## src/hdl/fbc_pkg.sv

```systemverilog
// constants, types and register map of the feedback conditioning block
// Summary of operation
// [RL1] a raw feedback below the lower error threshold (reset 0) flags a disconnect.
// [RL2] a raw feedback above the upper error threshold (reset 4095) flags a disconnect.
// [RL3] the scaled feedback maps the lower..upper scaling bounds (0..4095) onto 0..4095.
// [RL4] the invert option bit 2 reverses the scaled feedback direction.
// [RL5] the detect option bit 3 drives the sense-power pin low.
// [RL6] with PID active an error smaller than the dead zone zeroes the duty and the integral.
// [RL7] analog mode averages two to the exponent (0..10, reset 7) samples per period.
// [RL8] the wraparound option bit 4 makes scaled 0 and 4095 neighbours in analog mode.
// [RL9] mode 0 disables feedback, 1 selects analog, 2 selects frequency feedback.
// [RL10] analog samples map 0 V to 0 and full scale to 4092.
// [RL11] checks, scaling and dead zone run once per period on that period's raw value.
package fbc_pkg;
    // ------------------------------------------------------------
    // register indices, byte address is four times the index
    // ------------------------------------------------------------
    localparam logic [7:0] IDX_OPTIONS = 8'h02;
    localparam logic [7:0] IDX_MODE = 8'h18;
    localparam logic [7:0] IDX_ERR_LO = 8'h19;
    localparam logic [7:0] IDX_ERR_HI = 8'h1B;
    localparam logic [7:0] IDX_SCALE_LO = 8'h1D;
    localparam logic [7:0] IDX_SCALE_HI = 8'h1F;
    localparam logic [7:0] IDX_DEAD_ZONE = 8'h21;
    localparam logic [7:0] IDX_SAMPLE_EXP = 8'h22;
    localparam logic [7:0] IDX_STATUS = 8'h30;
    localparam logic [7:0] IDX_MASK = 8'h31;
    localparam logic [7:0] IDX_TARGET = 8'h32;
    localparam logic [7:0] IDX_RAW = 8'h33;
    localparam logic [7:0] IDX_SCALED = 8'h34;
    localparam logic [7:0] IDX_PID_ERR = 8'h35;
    // ------------------------------------------------------------
    // fields and reset values
    // ------------------------------------------------------------
    localparam int OPT_INVERT = 2;
    localparam int OPT_DETECT = 3;
    localparam int OPT_WRAP = 4;
    localparam int STAT_DISC = 0;
    localparam int STAT_DONE = 1;
    localparam logic [7:0] RST_OPTIONS = 8'h00;
    localparam logic [7:0] RST_MODE = 8'h00;
    localparam logic [15:0] RST_ERR_LO = 16'h0000;
    localparam logic [15:0] RST_ERR_HI = 16'h0FFF;
    localparam logic [15:0] RST_SCALE_LO = 16'h0000;
    localparam logic [15:0] RST_SCALE_HI = 16'h0FFF;
    localparam logic [7:0] RST_DEAD_ZONE = 8'h00;
    localparam logic [7:0] RST_SAMPLE_EXP = 8'h07;
    localparam logic [11:0] RST_TARGET = 12'h800;
    localparam logic [7:0] MODE_NONE = 8'h00;
    localparam logic [7:0] MODE_ANALOG = 8'h01;
    localparam logic [7:0] MODE_FREQ = 8'h02;
    localparam logic [11:0] FB_FULL = 12'hFFF;
    localparam logic [11:0] RAW_FULL = 12'hFFC;
    localparam logic [3:0] EXP_MAX = 4'hA;
    localparam logic [12:0] ERR_HALF = 13'h0800;
    localparam logic [12:0] ERR_WRAP = 13'h1000;

    typedef enum logic [1:0] {
        ST_IDLE = 2'b00,
        ST_SAMPLE = 2'b01,
        ST_EVAL = 2'b10
    } fbc_st_t;

    typedef struct packed {
        fbc_st_t st;
        logic [7:0] opt;
        logic [7:0] mode;
        logic [15:0] err_lo;
        logic [15:0] err_hi;
        logic [15:0] sc_lo;
        logic [15:0] sc_hi;
        logic [7:0] dz;
        logic [7:0] exp;
        logic [1:0] stat;
        logic [1:0] mask;
        logic [11:0] target;
        logic [11:0] raw;
        logic [11:0] scaled;
        logic [12:0] pid_err;
        logic disc;
        logic duty_zero;
        logic int_clr;
        logic irq;
        logic aux_oe_n;
        logic aux_out;
        logic start;
        logic wr_pend;
        logic [7:0] wr_idx;
        logic [31:0] hrdata;
        logic rdy;
    } fbc_state_t;

    typedef struct packed {
        logic busy;
        logic [3:0] exp;
        logic [10:0] cnt;
        logic [21:0] sum;
        logic done;
        logic [11:0] avg;
    } fbc_avg_state_t;
endpackage

```

## src/hdl/fbc_avg_if.sv

```systemverilog
// carrier between the controller and the sample averager
interface fbc_avg_if;
    logic start;
    logic [3:0] exp;
    logic done;
    logic [11:0] avg;
    modport ctrl (output start, exp, input done, avg);
    modport unit (input start, exp, output done, avg);
endinterface

```

## src/hdl/fbc_averager.sv

```systemverilog
// sample accumulator that averages a power-of-two number of samples
module fbc_averager import fbc_pkg::*; #(
    parameter int MAX_EXP = 10
) (
    input wire logic ref_clk,
    input wire logic reset,
    input wire logic clk_en,
    input wire logic adc_valid,
    input wire logic [9:0] adc_code,
    fbc_avg_if.unit u
);
    if (MAX_EXP > 10 || MAX_EXP < 0) begin : g_chk
        $error("averager holds at most 1024 samples");
    end

    fbc_avg_state_t r, n;
    logic [21:0] sum_n;
    logic [10:0] cnt_n;

    // accumulate raw codes, scaled so that full scale lands on 4092
    always_comb begin
        n = r;
        n.done = 1'b0;
        sum_n = r.sum + {10'h000, adc_code, 2'b00}; // RL10
        cnt_n = r.cnt + 11'h001;
        if (u.start) begin
            n.busy = 1'b1;
            n.exp = u.exp;
            n.cnt = 11'h000;
            n.sum = 22'h000000;
        end else if (r.busy && adc_valid) begin
            n.sum = sum_n;
            n.cnt = cnt_n;
            // count of two to the exponent closes the average
            if (cnt_n == (11'h001 << r.exp)) begin // RL7
                n.busy = 1'b0;
                n.done = 1'b1;
                n.avg = 12'(sum_n >> r.exp);
            end
        end
    end

    always_ff @(posedge ref_clk) begin
        if (reset) begin
            r <= '0;
        end else if (clk_en) begin
            r <= n;
        end
    end

    assign u.done = r.done;
    assign u.avg = r.avg;
endmodule

```

## src/hdl/fbc_scaler.sv

```systemverilog
// feedback scaling, inversion, wraparound error and dead zone
module fbc_scaler import fbc_pkg::*; (
    input wire logic [11:0] raw,
    input wire logic [15:0] lo,
    input wire logic [15:0] hi,
    input wire logic invert,
    input wire logic wrap,
    input wire logic [11:0] target,
    input wire logic [7:0] dead_zone,
    output logic [11:0] scaled,
    output logic [12:0] error,
    output logic in_dead
);
    logic [11:0] lin;
    logic [23:0] prod;
    logic [12:0] diff;
    logic [12:0] mag;

    // linear map of lo..hi onto the full scale, clamped at both ends
    always_comb begin
        prod = 24'(({4'h0, raw} - lo) * FB_FULL);
        if ({4'h0, raw} <= lo || hi <= lo) begin // RL3
            lin = 12'h000;
        end else if ({4'h0, raw} >= hi) begin
            lin = FB_FULL;
        end else begin
            lin = 12'(prod / 24'(hi - lo));
        end
        scaled = invert ? (FB_FULL - lin) : lin; // RL4
    end

    // signed error; wraparound folds it into the short way round
    always_comb begin
        diff = {1'b0, target} - {1'b0, scaled};
        if (wrap && !diff[12] && diff > ERR_HALF) begin // RL8
            diff = diff - ERR_WRAP;
        end else if (wrap && diff[12] && (13'h0000 - diff) > ERR_HALF) begin
            diff = diff + ERR_WRAP;
        end
        mag = diff[12] ? (13'h0000 - diff) : diff;
        in_dead = mag < {5'h00, dead_zone}; // RL6
        error = in_dead ? 13'h0000 : diff;
    end
endmodule

```

## src/hdl/fbc_top.sv

```systemverilog
// feedback conditioning controller with its ahb-lite register slave
module fbc_top import fbc_pkg::*; #(
    parameter int MAX_EXP = 10
) (
    input wire logic ref_clk,
    input wire logic reset,
    input wire logic clk_en,
    input wire logic hsel,
    input wire logic [31:0] haddr,
    input wire logic [1:0] htrans,
    input wire logic hwrite,
    input wire logic [2:0] hsize,
    input wire logic [31:0] hwdata,
    input wire logic hready,
    output logic hreadyout,
    output logic [31:0] hrdata,
    output logic hresp,
    input wire logic pid_tick,
    input wire logic adc_valid,
    input wire logic [9:0] adc_code,
    input wire logic [11:0] freq_value,
    output logic aux_pin_out,
    output logic aux_pin_oe_n,
    output logic fb_disconnect,
    output logic duty_zero,
    output logic integral_clear,
    output logic [12:0] pid_error,
    output logic [11:0] scaled_fb,
    output logic irq
);
    // ------------------------------------------------------------
    // elaboration checks
    // ------------------------------------------------------------
    if (MAX_EXP != 10) begin : g_chk
        $error("sample exponent range is fixed at 0 to 10");
    end

    // ------------------------------------------------------------
    // state and submodules
    // ------------------------------------------------------------
    fbc_state_t r, n;
    fbc_avg_if avg_bus ();
    logic [11:0] sc_scaled;
    logic [12:0] sc_error;
    logic sc_dead;
    logic addr_ok;
    logic [3:0] exp_eff;

    fbc_averager #(
        .MAX_EXP(MAX_EXP)
    ) u_avg (
        .ref_clk(ref_clk),
        .reset(reset),
        .clk_en(clk_en),
        .adc_valid(adc_valid),
        .adc_code(adc_code),
        .u(avg_bus)
    );

    fbc_scaler u_scale (
        .raw(r.raw),
        .lo(r.sc_lo),
        .hi(r.sc_hi),
        .invert(r.opt[OPT_INVERT]),
        .wrap(r.opt[OPT_WRAP] && r.mode == MODE_ANALOG),
        .target(r.target),
        .dead_zone(r.dz),
        .scaled(sc_scaled),
        .error(sc_error),
        .in_dead(sc_dead)
    );

    // exponents above ten are clamped rather than overflowing the count
    assign exp_eff = (r.exp > {4'h0, EXP_MAX}) ? EXP_MAX : r.exp[3:0];
    assign avg_bus.start = r.start;
    assign avg_bus.exp = exp_eff;

    // ------------------------------------------------------------
    // register read mux
    // ------------------------------------------------------------
    function automatic logic [31:0] read_reg(input logic [7:0] idx, input fbc_state_t s);
        logic [31:0] v;
        v = 32'h00000000;
        case (idx)
            IDX_OPTIONS: v = {24'h000000, s.opt};
            IDX_MODE: v = {24'h000000, s.mode};
            IDX_ERR_LO: v = {16'h0000, s.err_lo};
            IDX_ERR_HI: v = {16'h0000, s.err_hi};
            IDX_SCALE_LO: v = {16'h0000, s.sc_lo};
            IDX_SCALE_HI: v = {16'h0000, s.sc_hi};
            IDX_DEAD_ZONE: v = {24'h000000, s.dz};
            IDX_SAMPLE_EXP: v = {24'h000000, s.exp};
            IDX_STATUS: v = {30'h00000000, s.stat};
            IDX_MASK: v = {30'h00000000, s.mask};
            IDX_TARGET: v = {20'h00000, s.target};
            IDX_RAW: v = {20'h00000, s.raw};
            IDX_SCALED: v = {20'h00000, s.scaled};
            IDX_PID_ERR: v = {19'h00000, s.pid_err};
            default: v = 32'h00000000;
        endcase
        return v;
    endfunction

    // upper address bits must be zero, so aliases read as zero
    assign addr_ok = (haddr[31:10] == 22'h000000);

    // ------------------------------------------------------------
    // next-state logic
    // ------------------------------------------------------------
    always_comb begin
        n = r;
        n.start = 1'b0;
        n.int_clr = 1'b0;
        n.rdy = 1'b1;
        // data phase of a write; unmapped indices are dropped
        if (r.wr_pend) begin
            case (r.wr_idx)
                IDX_OPTIONS: n.opt = hwdata[7:0];
                IDX_MODE: n.mode = hwdata[7:0];
                IDX_ERR_LO: n.err_lo = hwdata[15:0];
                IDX_ERR_HI: n.err_hi = hwdata[15:0];
                IDX_SCALE_LO: n.sc_lo = hwdata[15:0];
                IDX_SCALE_HI: n.sc_hi = hwdata[15:0];
                IDX_DEAD_ZONE: n.dz = hwdata[7:0];
                IDX_SAMPLE_EXP: n.exp = hwdata[7:0];
                IDX_STATUS: n.stat = r.stat & ~hwdata[1:0];
                IDX_MASK: n.mask = hwdata[1:0];
                IDX_TARGET: n.target = hwdata[11:0];
                default: n.wr_pend = 1'b0;
            endcase
        end
        n.wr_pend = 1'b0;
        // address phase; read data is taken after a pending write lands
        if (hsel && hready && htrans[1]) begin
            n.wr_pend = hwrite;
            n.wr_idx = addr_ok ? haddr[9:2] : 8'hFF;
            if (!hwrite) begin
                n.hrdata = addr_ok ? read_reg(haddr[9:2], n) : 32'h00000000;
            end
        end
        // detect option pulls the sense-power pin low
        n.aux_out = 1'b0;
        n.aux_oe_n = ~n.opt[OPT_DETECT]; // RL5
        // one pass of the conditioning sequence per period
        case (r.st)
            ST_IDLE: begin
                if (pid_tick) begin
                    case (r.mode) // RL9
                        MODE_ANALOG: begin
                            n.start = 1'b1;
                            n.st = ST_SAMPLE;
                        end
                        MODE_FREQ: begin
                            n.raw = freq_value;
                            n.st = ST_EVAL;
                        end
                        default: begin
                            // open loop: nothing is checked; disconnect, duty zero and error are cleared
                            n.disc = 1'b0;
                            n.duty_zero = 1'b0;
                            n.pid_err = 13'h0000;
                        end
                    endcase
                end
            end
            ST_SAMPLE: begin
                if (avg_bus.done) begin
                    n.raw = avg_bus.avg; // RL11
                    n.st = ST_EVAL;
                end
            end
            ST_EVAL: begin
                // threshold checks use the raw value of this period
                n.disc = ({4'h0, r.raw} < r.err_lo) || ({4'h0, r.raw} > r.err_hi); // RL1 RL2
                n.scaled = sc_scaled; // RL3
                n.pid_err = sc_error;
                n.duty_zero = sc_dead; // RL6
                n.int_clr = sc_dead;
                // hardware set wins over a same-cycle software clear
                if (n.disc) begin
                    n.stat[STAT_DISC] = 1'b1;
                end
                n.stat[STAT_DONE] = 1'b1;
                n.st = ST_IDLE;
            end
            default: n.st = ST_IDLE;
        endcase
        n.irq = |(n.stat & n.mask);
    end

    // ------------------------------------------------------------
    // state register
    // ------------------------------------------------------------
    always_ff @(posedge ref_clk) begin
        if (reset) begin
            r <= '0;
            r.st <= ST_IDLE;
            r.opt <= RST_OPTIONS;
            r.mode <= RST_MODE;
            r.err_lo <= RST_ERR_LO;
            r.err_hi <= RST_ERR_HI;
            r.sc_lo <= RST_SCALE_LO;
            r.sc_hi <= RST_SCALE_HI;
            r.dz <= RST_DEAD_ZONE;
            r.exp <= RST_SAMPLE_EXP;
            r.target <= RST_TARGET;
            r.aux_oe_n <= 1'b1;
            r.rdy <= 1'b1;
        end else if (clk_en) begin
            r <= n;
        end
    end

    // outputs straight from the state register; hresp is tied low
    assign hreadyout = r.rdy;
    assign hrdata = r.hrdata;
    assign hresp = 1'b0;
    assign aux_pin_out = r.aux_out;
    assign aux_pin_oe_n = r.aux_oe_n;
    assign fb_disconnect = r.disc;
    assign duty_zero = r.duty_zero;
    assign integral_clear = r.int_clr;
    assign pid_error = r.pid_err;
    assign scaled_fb = r.scaled;
    assign irq = r.irq;
endmodule

```

## config.mk

```make
export PLATFORM = sky130hd
export DESIGN_NAME = fbc_top
export DESIGN_NICKNAME = d
export VERILOG_FILES = /design/src/hdl/fbc_pkg.sv /design/src/hdl/fbc_avg_if.sv /design/src/hdl/fbc_averager.sv /design/src/hdl/fbc_scaler.sv /design/src/hdl/fbc_top.sv
export SDC_FILE = /design/constraint.sdc
export NUM_CORES = 2
export LEC_CHECK = 0
export ABC_AREA = 1
export BUFFER_PORTS_ARGS = -buffer_cell sky130_fd_sc_hd__buf_2
export CORE_ASPECT_RATIO = 2
export CORE_MARGIN = 1
export CORE_UTILIZATION = 52
export DETAILED_ROUTE_END_ITERATION = 16
export GPL_TIMING_DRIVEN = 0
export PLACE_DENSITY = 0.79
export SYNTH_ARGS = -nofsm -noshare
export SYNTH_HDL_FRONTEND = slang
export SYNTH_SLANG_ARGS = --single-unit
```

## constraint.sdc

```tcl
create_clock -name ref_clk -period 141.6 [get_ports ref_clk]
set_input_delay 14.16 -clock ref_clk [delete_from_list [all_inputs] [get_ports ref_clk]]
set_output_delay 14.16 -clock ref_clk [all_outputs]
set_load 0.01 [all_outputs]
```

==> impl_metrics.csv <==
group,metric,value,unit
outcome,outcome,"finished with violations",
outcome,violations,"capacitance limit, slew limit",
timing,hold_violations,0,
synthesis,postSynth.asyncResetShare,0,%
placement,dp_hpwl,110600,um
final_layout,area_growth,7.510,%
clock_tree,clock-root-buffer,"clkbuf_16",
min_path,whs_path_depth,2,
worst_setup_path,endpoint_kind,"register",
clock_tree,clk_latency,0.60,ns
detailed_routing,initialDrtViolationCount,1967,
clock_tree,htreeDepth,1,
timing,grt_setup_unrepaired,"no",
timing,max_freq,12.94,MHz
detailed_routing,drtPass1Iterations,8,
clock_tree,cts_resized,0,
worst_setup_path,slowest_delay,0.61,ns
run,cap_viol_max_count,1,
floorplan,start_util,52.37,%
grt,antenna_found_initial,3,
worst_setup_path,crit_slowest_cell,"dfxtp_1",
worst_setup_path,worstPathArrival,77.66,ns
timing,clock_skew,0.03596,ns
grt,grt.overflow.total,0,
floorplan,die_h,370.9,um
timing,setup_viol_count_final,0,
synthesis,ys_warn_count,0,
timing,finalCritPeriodShare,54.56,%
clock_tree,cts_setup_buffers,0,
floorplan,core_area,67560,sq um
detailed_routing,wl_per_cell,20.95,um
final_layout,seq_area,4624,sq um
grt,grt_pass1_wl,201400,um
worst_setup_path,crit_path_frequent_cell,"nand2_1",
worst_setup_path,r2r_cells,560,
clock_tree,cts_sinks,231,
clock_tree,holdBufCountCts,0,
synthesis,synth_top_area_share,16.26,%
final_layout,drive_gt1_share,12.03,%
clock_tree,clock_path_buffers,3,
clock_tree,cts_buffers,22,
final_layout,layout.nets,6163,
final_layout,nFillCells,6881,
synthesis,syn_inst,5359,
final_layout,multiInputGateArea,26160,sq um
timing,maxSlewViolCount,11,
floorplan,io_pins,164,
grt,grt_pass1_vias,36860,
worst_setup_path,crit_fanout,10,
timing,min_period,77.25,ns
worst_setup_path,critPathKind,"reg2reg",
floorplan,die_area,69160,sq um
detailed_routing,post_drt_via_cell_ratio,5.725,
floorplan,die_x,186.5,um
timing,tightest_slew,1.516,ns
timing,fin_setup_tns,0,ns
synthesis,syn_area,35390,sq um
worst_setup_path,cp-start-kind,"register",
clock_tree,cts_tree,"built",
synthesis,synth_area_leaders,"ha_1 16%, dfxtp_1 13%, nand2_1 12%",
synthesis,synth.largest_area_cell,"ha_1",
detailed_routing,detail-route-antenna-nets,0,
grt,grt_max_degree,50,
detailed_routing,drt_wl_total,134800,um
clock_tree,clk_pin_slew,0.07,ns
timing,slew_headroom,-1.052,%
worst_setup_path,required,142.00,ns
placement,portBuffers,121,
synthesis,seq_area_frac_synth,13.07,%
synthesis,syn_avg_cell_area,6.603,sq um
placement,finalWeightedCongestion,1.065,
min_path,min_path_type,"reg2reg",
detailed_routing,drc,0,
grt,grt_use_total,38.30,%
synthesis,ys_ff_latch,231,
synthesis,synth-edff-count,0,
synthesis,ys_types,94,
floorplan,num_rows,135,
detailed_routing,via_count,36840,
synthesis,synth_flop_cell,"dfxtp_1",
state kept, by name (all words and copies together), names as in the netlist:
register / count
aux_pin_oe_n: 1
avg_bus.start: 1
duty_zero: 1
fb_disconnect: 1
hrdata: 16
integral_clear: 1
irq: 1
pid_error: 13
r: 135
scaled_fb: 12
u_avg.r: 36
u_avg.u.avg: 12
u_avg.u.done: 1
per-stage QoR:
step / util [%] / setup WS [ns] / instances / instance area, sq um / hold slack (ns)
after floorplan: - / 77.68 / 5376 / 35450 / 0.4311
final: 56.31 / 64.35 / 6435 / 38040 / 0.4602
after CTS: 56.26 / 65.08 / 6430 / 38010 / 0.4551
after global routing: 56.30 / 57.28 / 6433 / 38040 / 0.4761
after detailed placement: 55.22 / 65.32 / 6393 / 37310 / 0.4453
after global placement: 55.01 / 65.52 / 6387 / 37170 / 0.4450
routing by layer:
layer / vias up / part of all wire, % / GRT usage, %
li1: 17800 / - / -
met2: 1374 / 50 / 71.58
met5: - / 0.024 / 0
met1: 16930 / 31 / 31.61
met4: 4 / 14 / 45.19
met3: 728 / 5.4 / 6.330
critical path, delay by kind of cell, from the launching register on:
kind	cells	cell delay, ns
compound gates	183	31.13
flops	1	0.61
simple gates	217	21.08
xor+xnor	7	2.03
buf+inv	119	10.88
fa+ha+maj	34	11.08
cell usage in the layout (no fill, tap or decap), types with 101 or more instances in the layout:
master / count
clkbuf_1: 109
inv_1: 806
buf_2: 122
nand3_1: 147
xor2_1: 196
ha_1: 460
nor2_1: 296
nand2_1: 1164
o21ai_0: 327
a21oi_1: 424
xnor2_1: 101
dfxtp_1: 231
cells in the mapped netlist, types with 6 or more instances:
cell          n
nand2_2      67
a221oi_1     10
inv_2        89
o21bai_1     31
clkinv_1      7
nand2_4       7
a21oi_1     424
a211oi_1     16
xnor2_1     102
nand4_1      56
nand2_1    1164
o21ai_0     329
clkbuf_1    103
o21a_1       19
dfxtp_1     231
a31oi_1      28
a21oi_2      33
nor4_1       22
inv_1       806
o41ai_1       6
a21boi_0      6
buf_4        64
fa_1         74
ha_1        460
xor2_1      199
or2_2        49
o21ai_1      74
nand3b_1      6
clkbuf_8     10
nor2_1      296
buf_6        15
a21oi_4      16
nor3_1       59
nor2_2       10
o221ai_1      6
nand3_2      35
o21ai_2      45
o31ai_1      13
a21o_1       30
o2111ai_1    13
mux2i_1      14
o22ai_1      19
nand3_1     147
o211ai_1     48
kinds of logic (layout without fill, tap and decap cells):
kind of cell    Yosys count  count (layout)  synth area share (%)
fa+ha+maj               535             535                 20.48
mux                      14              14                0.3960
buf+inv                1114            1281                 13.42
xor+xnor                304             304                 7.588
flops                   231             231                 13.07
compound gates         1211            1211                 20.90
simple gates           1948            1948                 24.12
other cells               2              21               0.02122
layout make-up:
| type | instances | share of cell area [%] |
|---|---|---|
| diodes | 2 | 0.01316 |
| plain buffers | 206 | 3.470 |
| clock buffers | 30 | 1.608 |
| well taps | 890 | 2.927 |
| flip-flops and latches | 231 | 12.16 |
| clock inverters | 7 | 0.2368 |
| inverters | 908 | 9.015 |
| multi-input cells | 4031 | 68.75 |
| repair buffers | 130 | 1.822 |
worst paths after layout:
kind	start	slack [ns]	end
setup / recovery	r[74]	64.35	pid_error[6]
hold / removal	r[193]	0.46	r[193]
hold reg to reg	r[193]	0.46	r[193]
setup reg to reg	r[74]	64.35	pid_error[6]
Power is not shown: default switching activity piles up to over one toggle a cycle in this logic, so the estimate is an artifact.
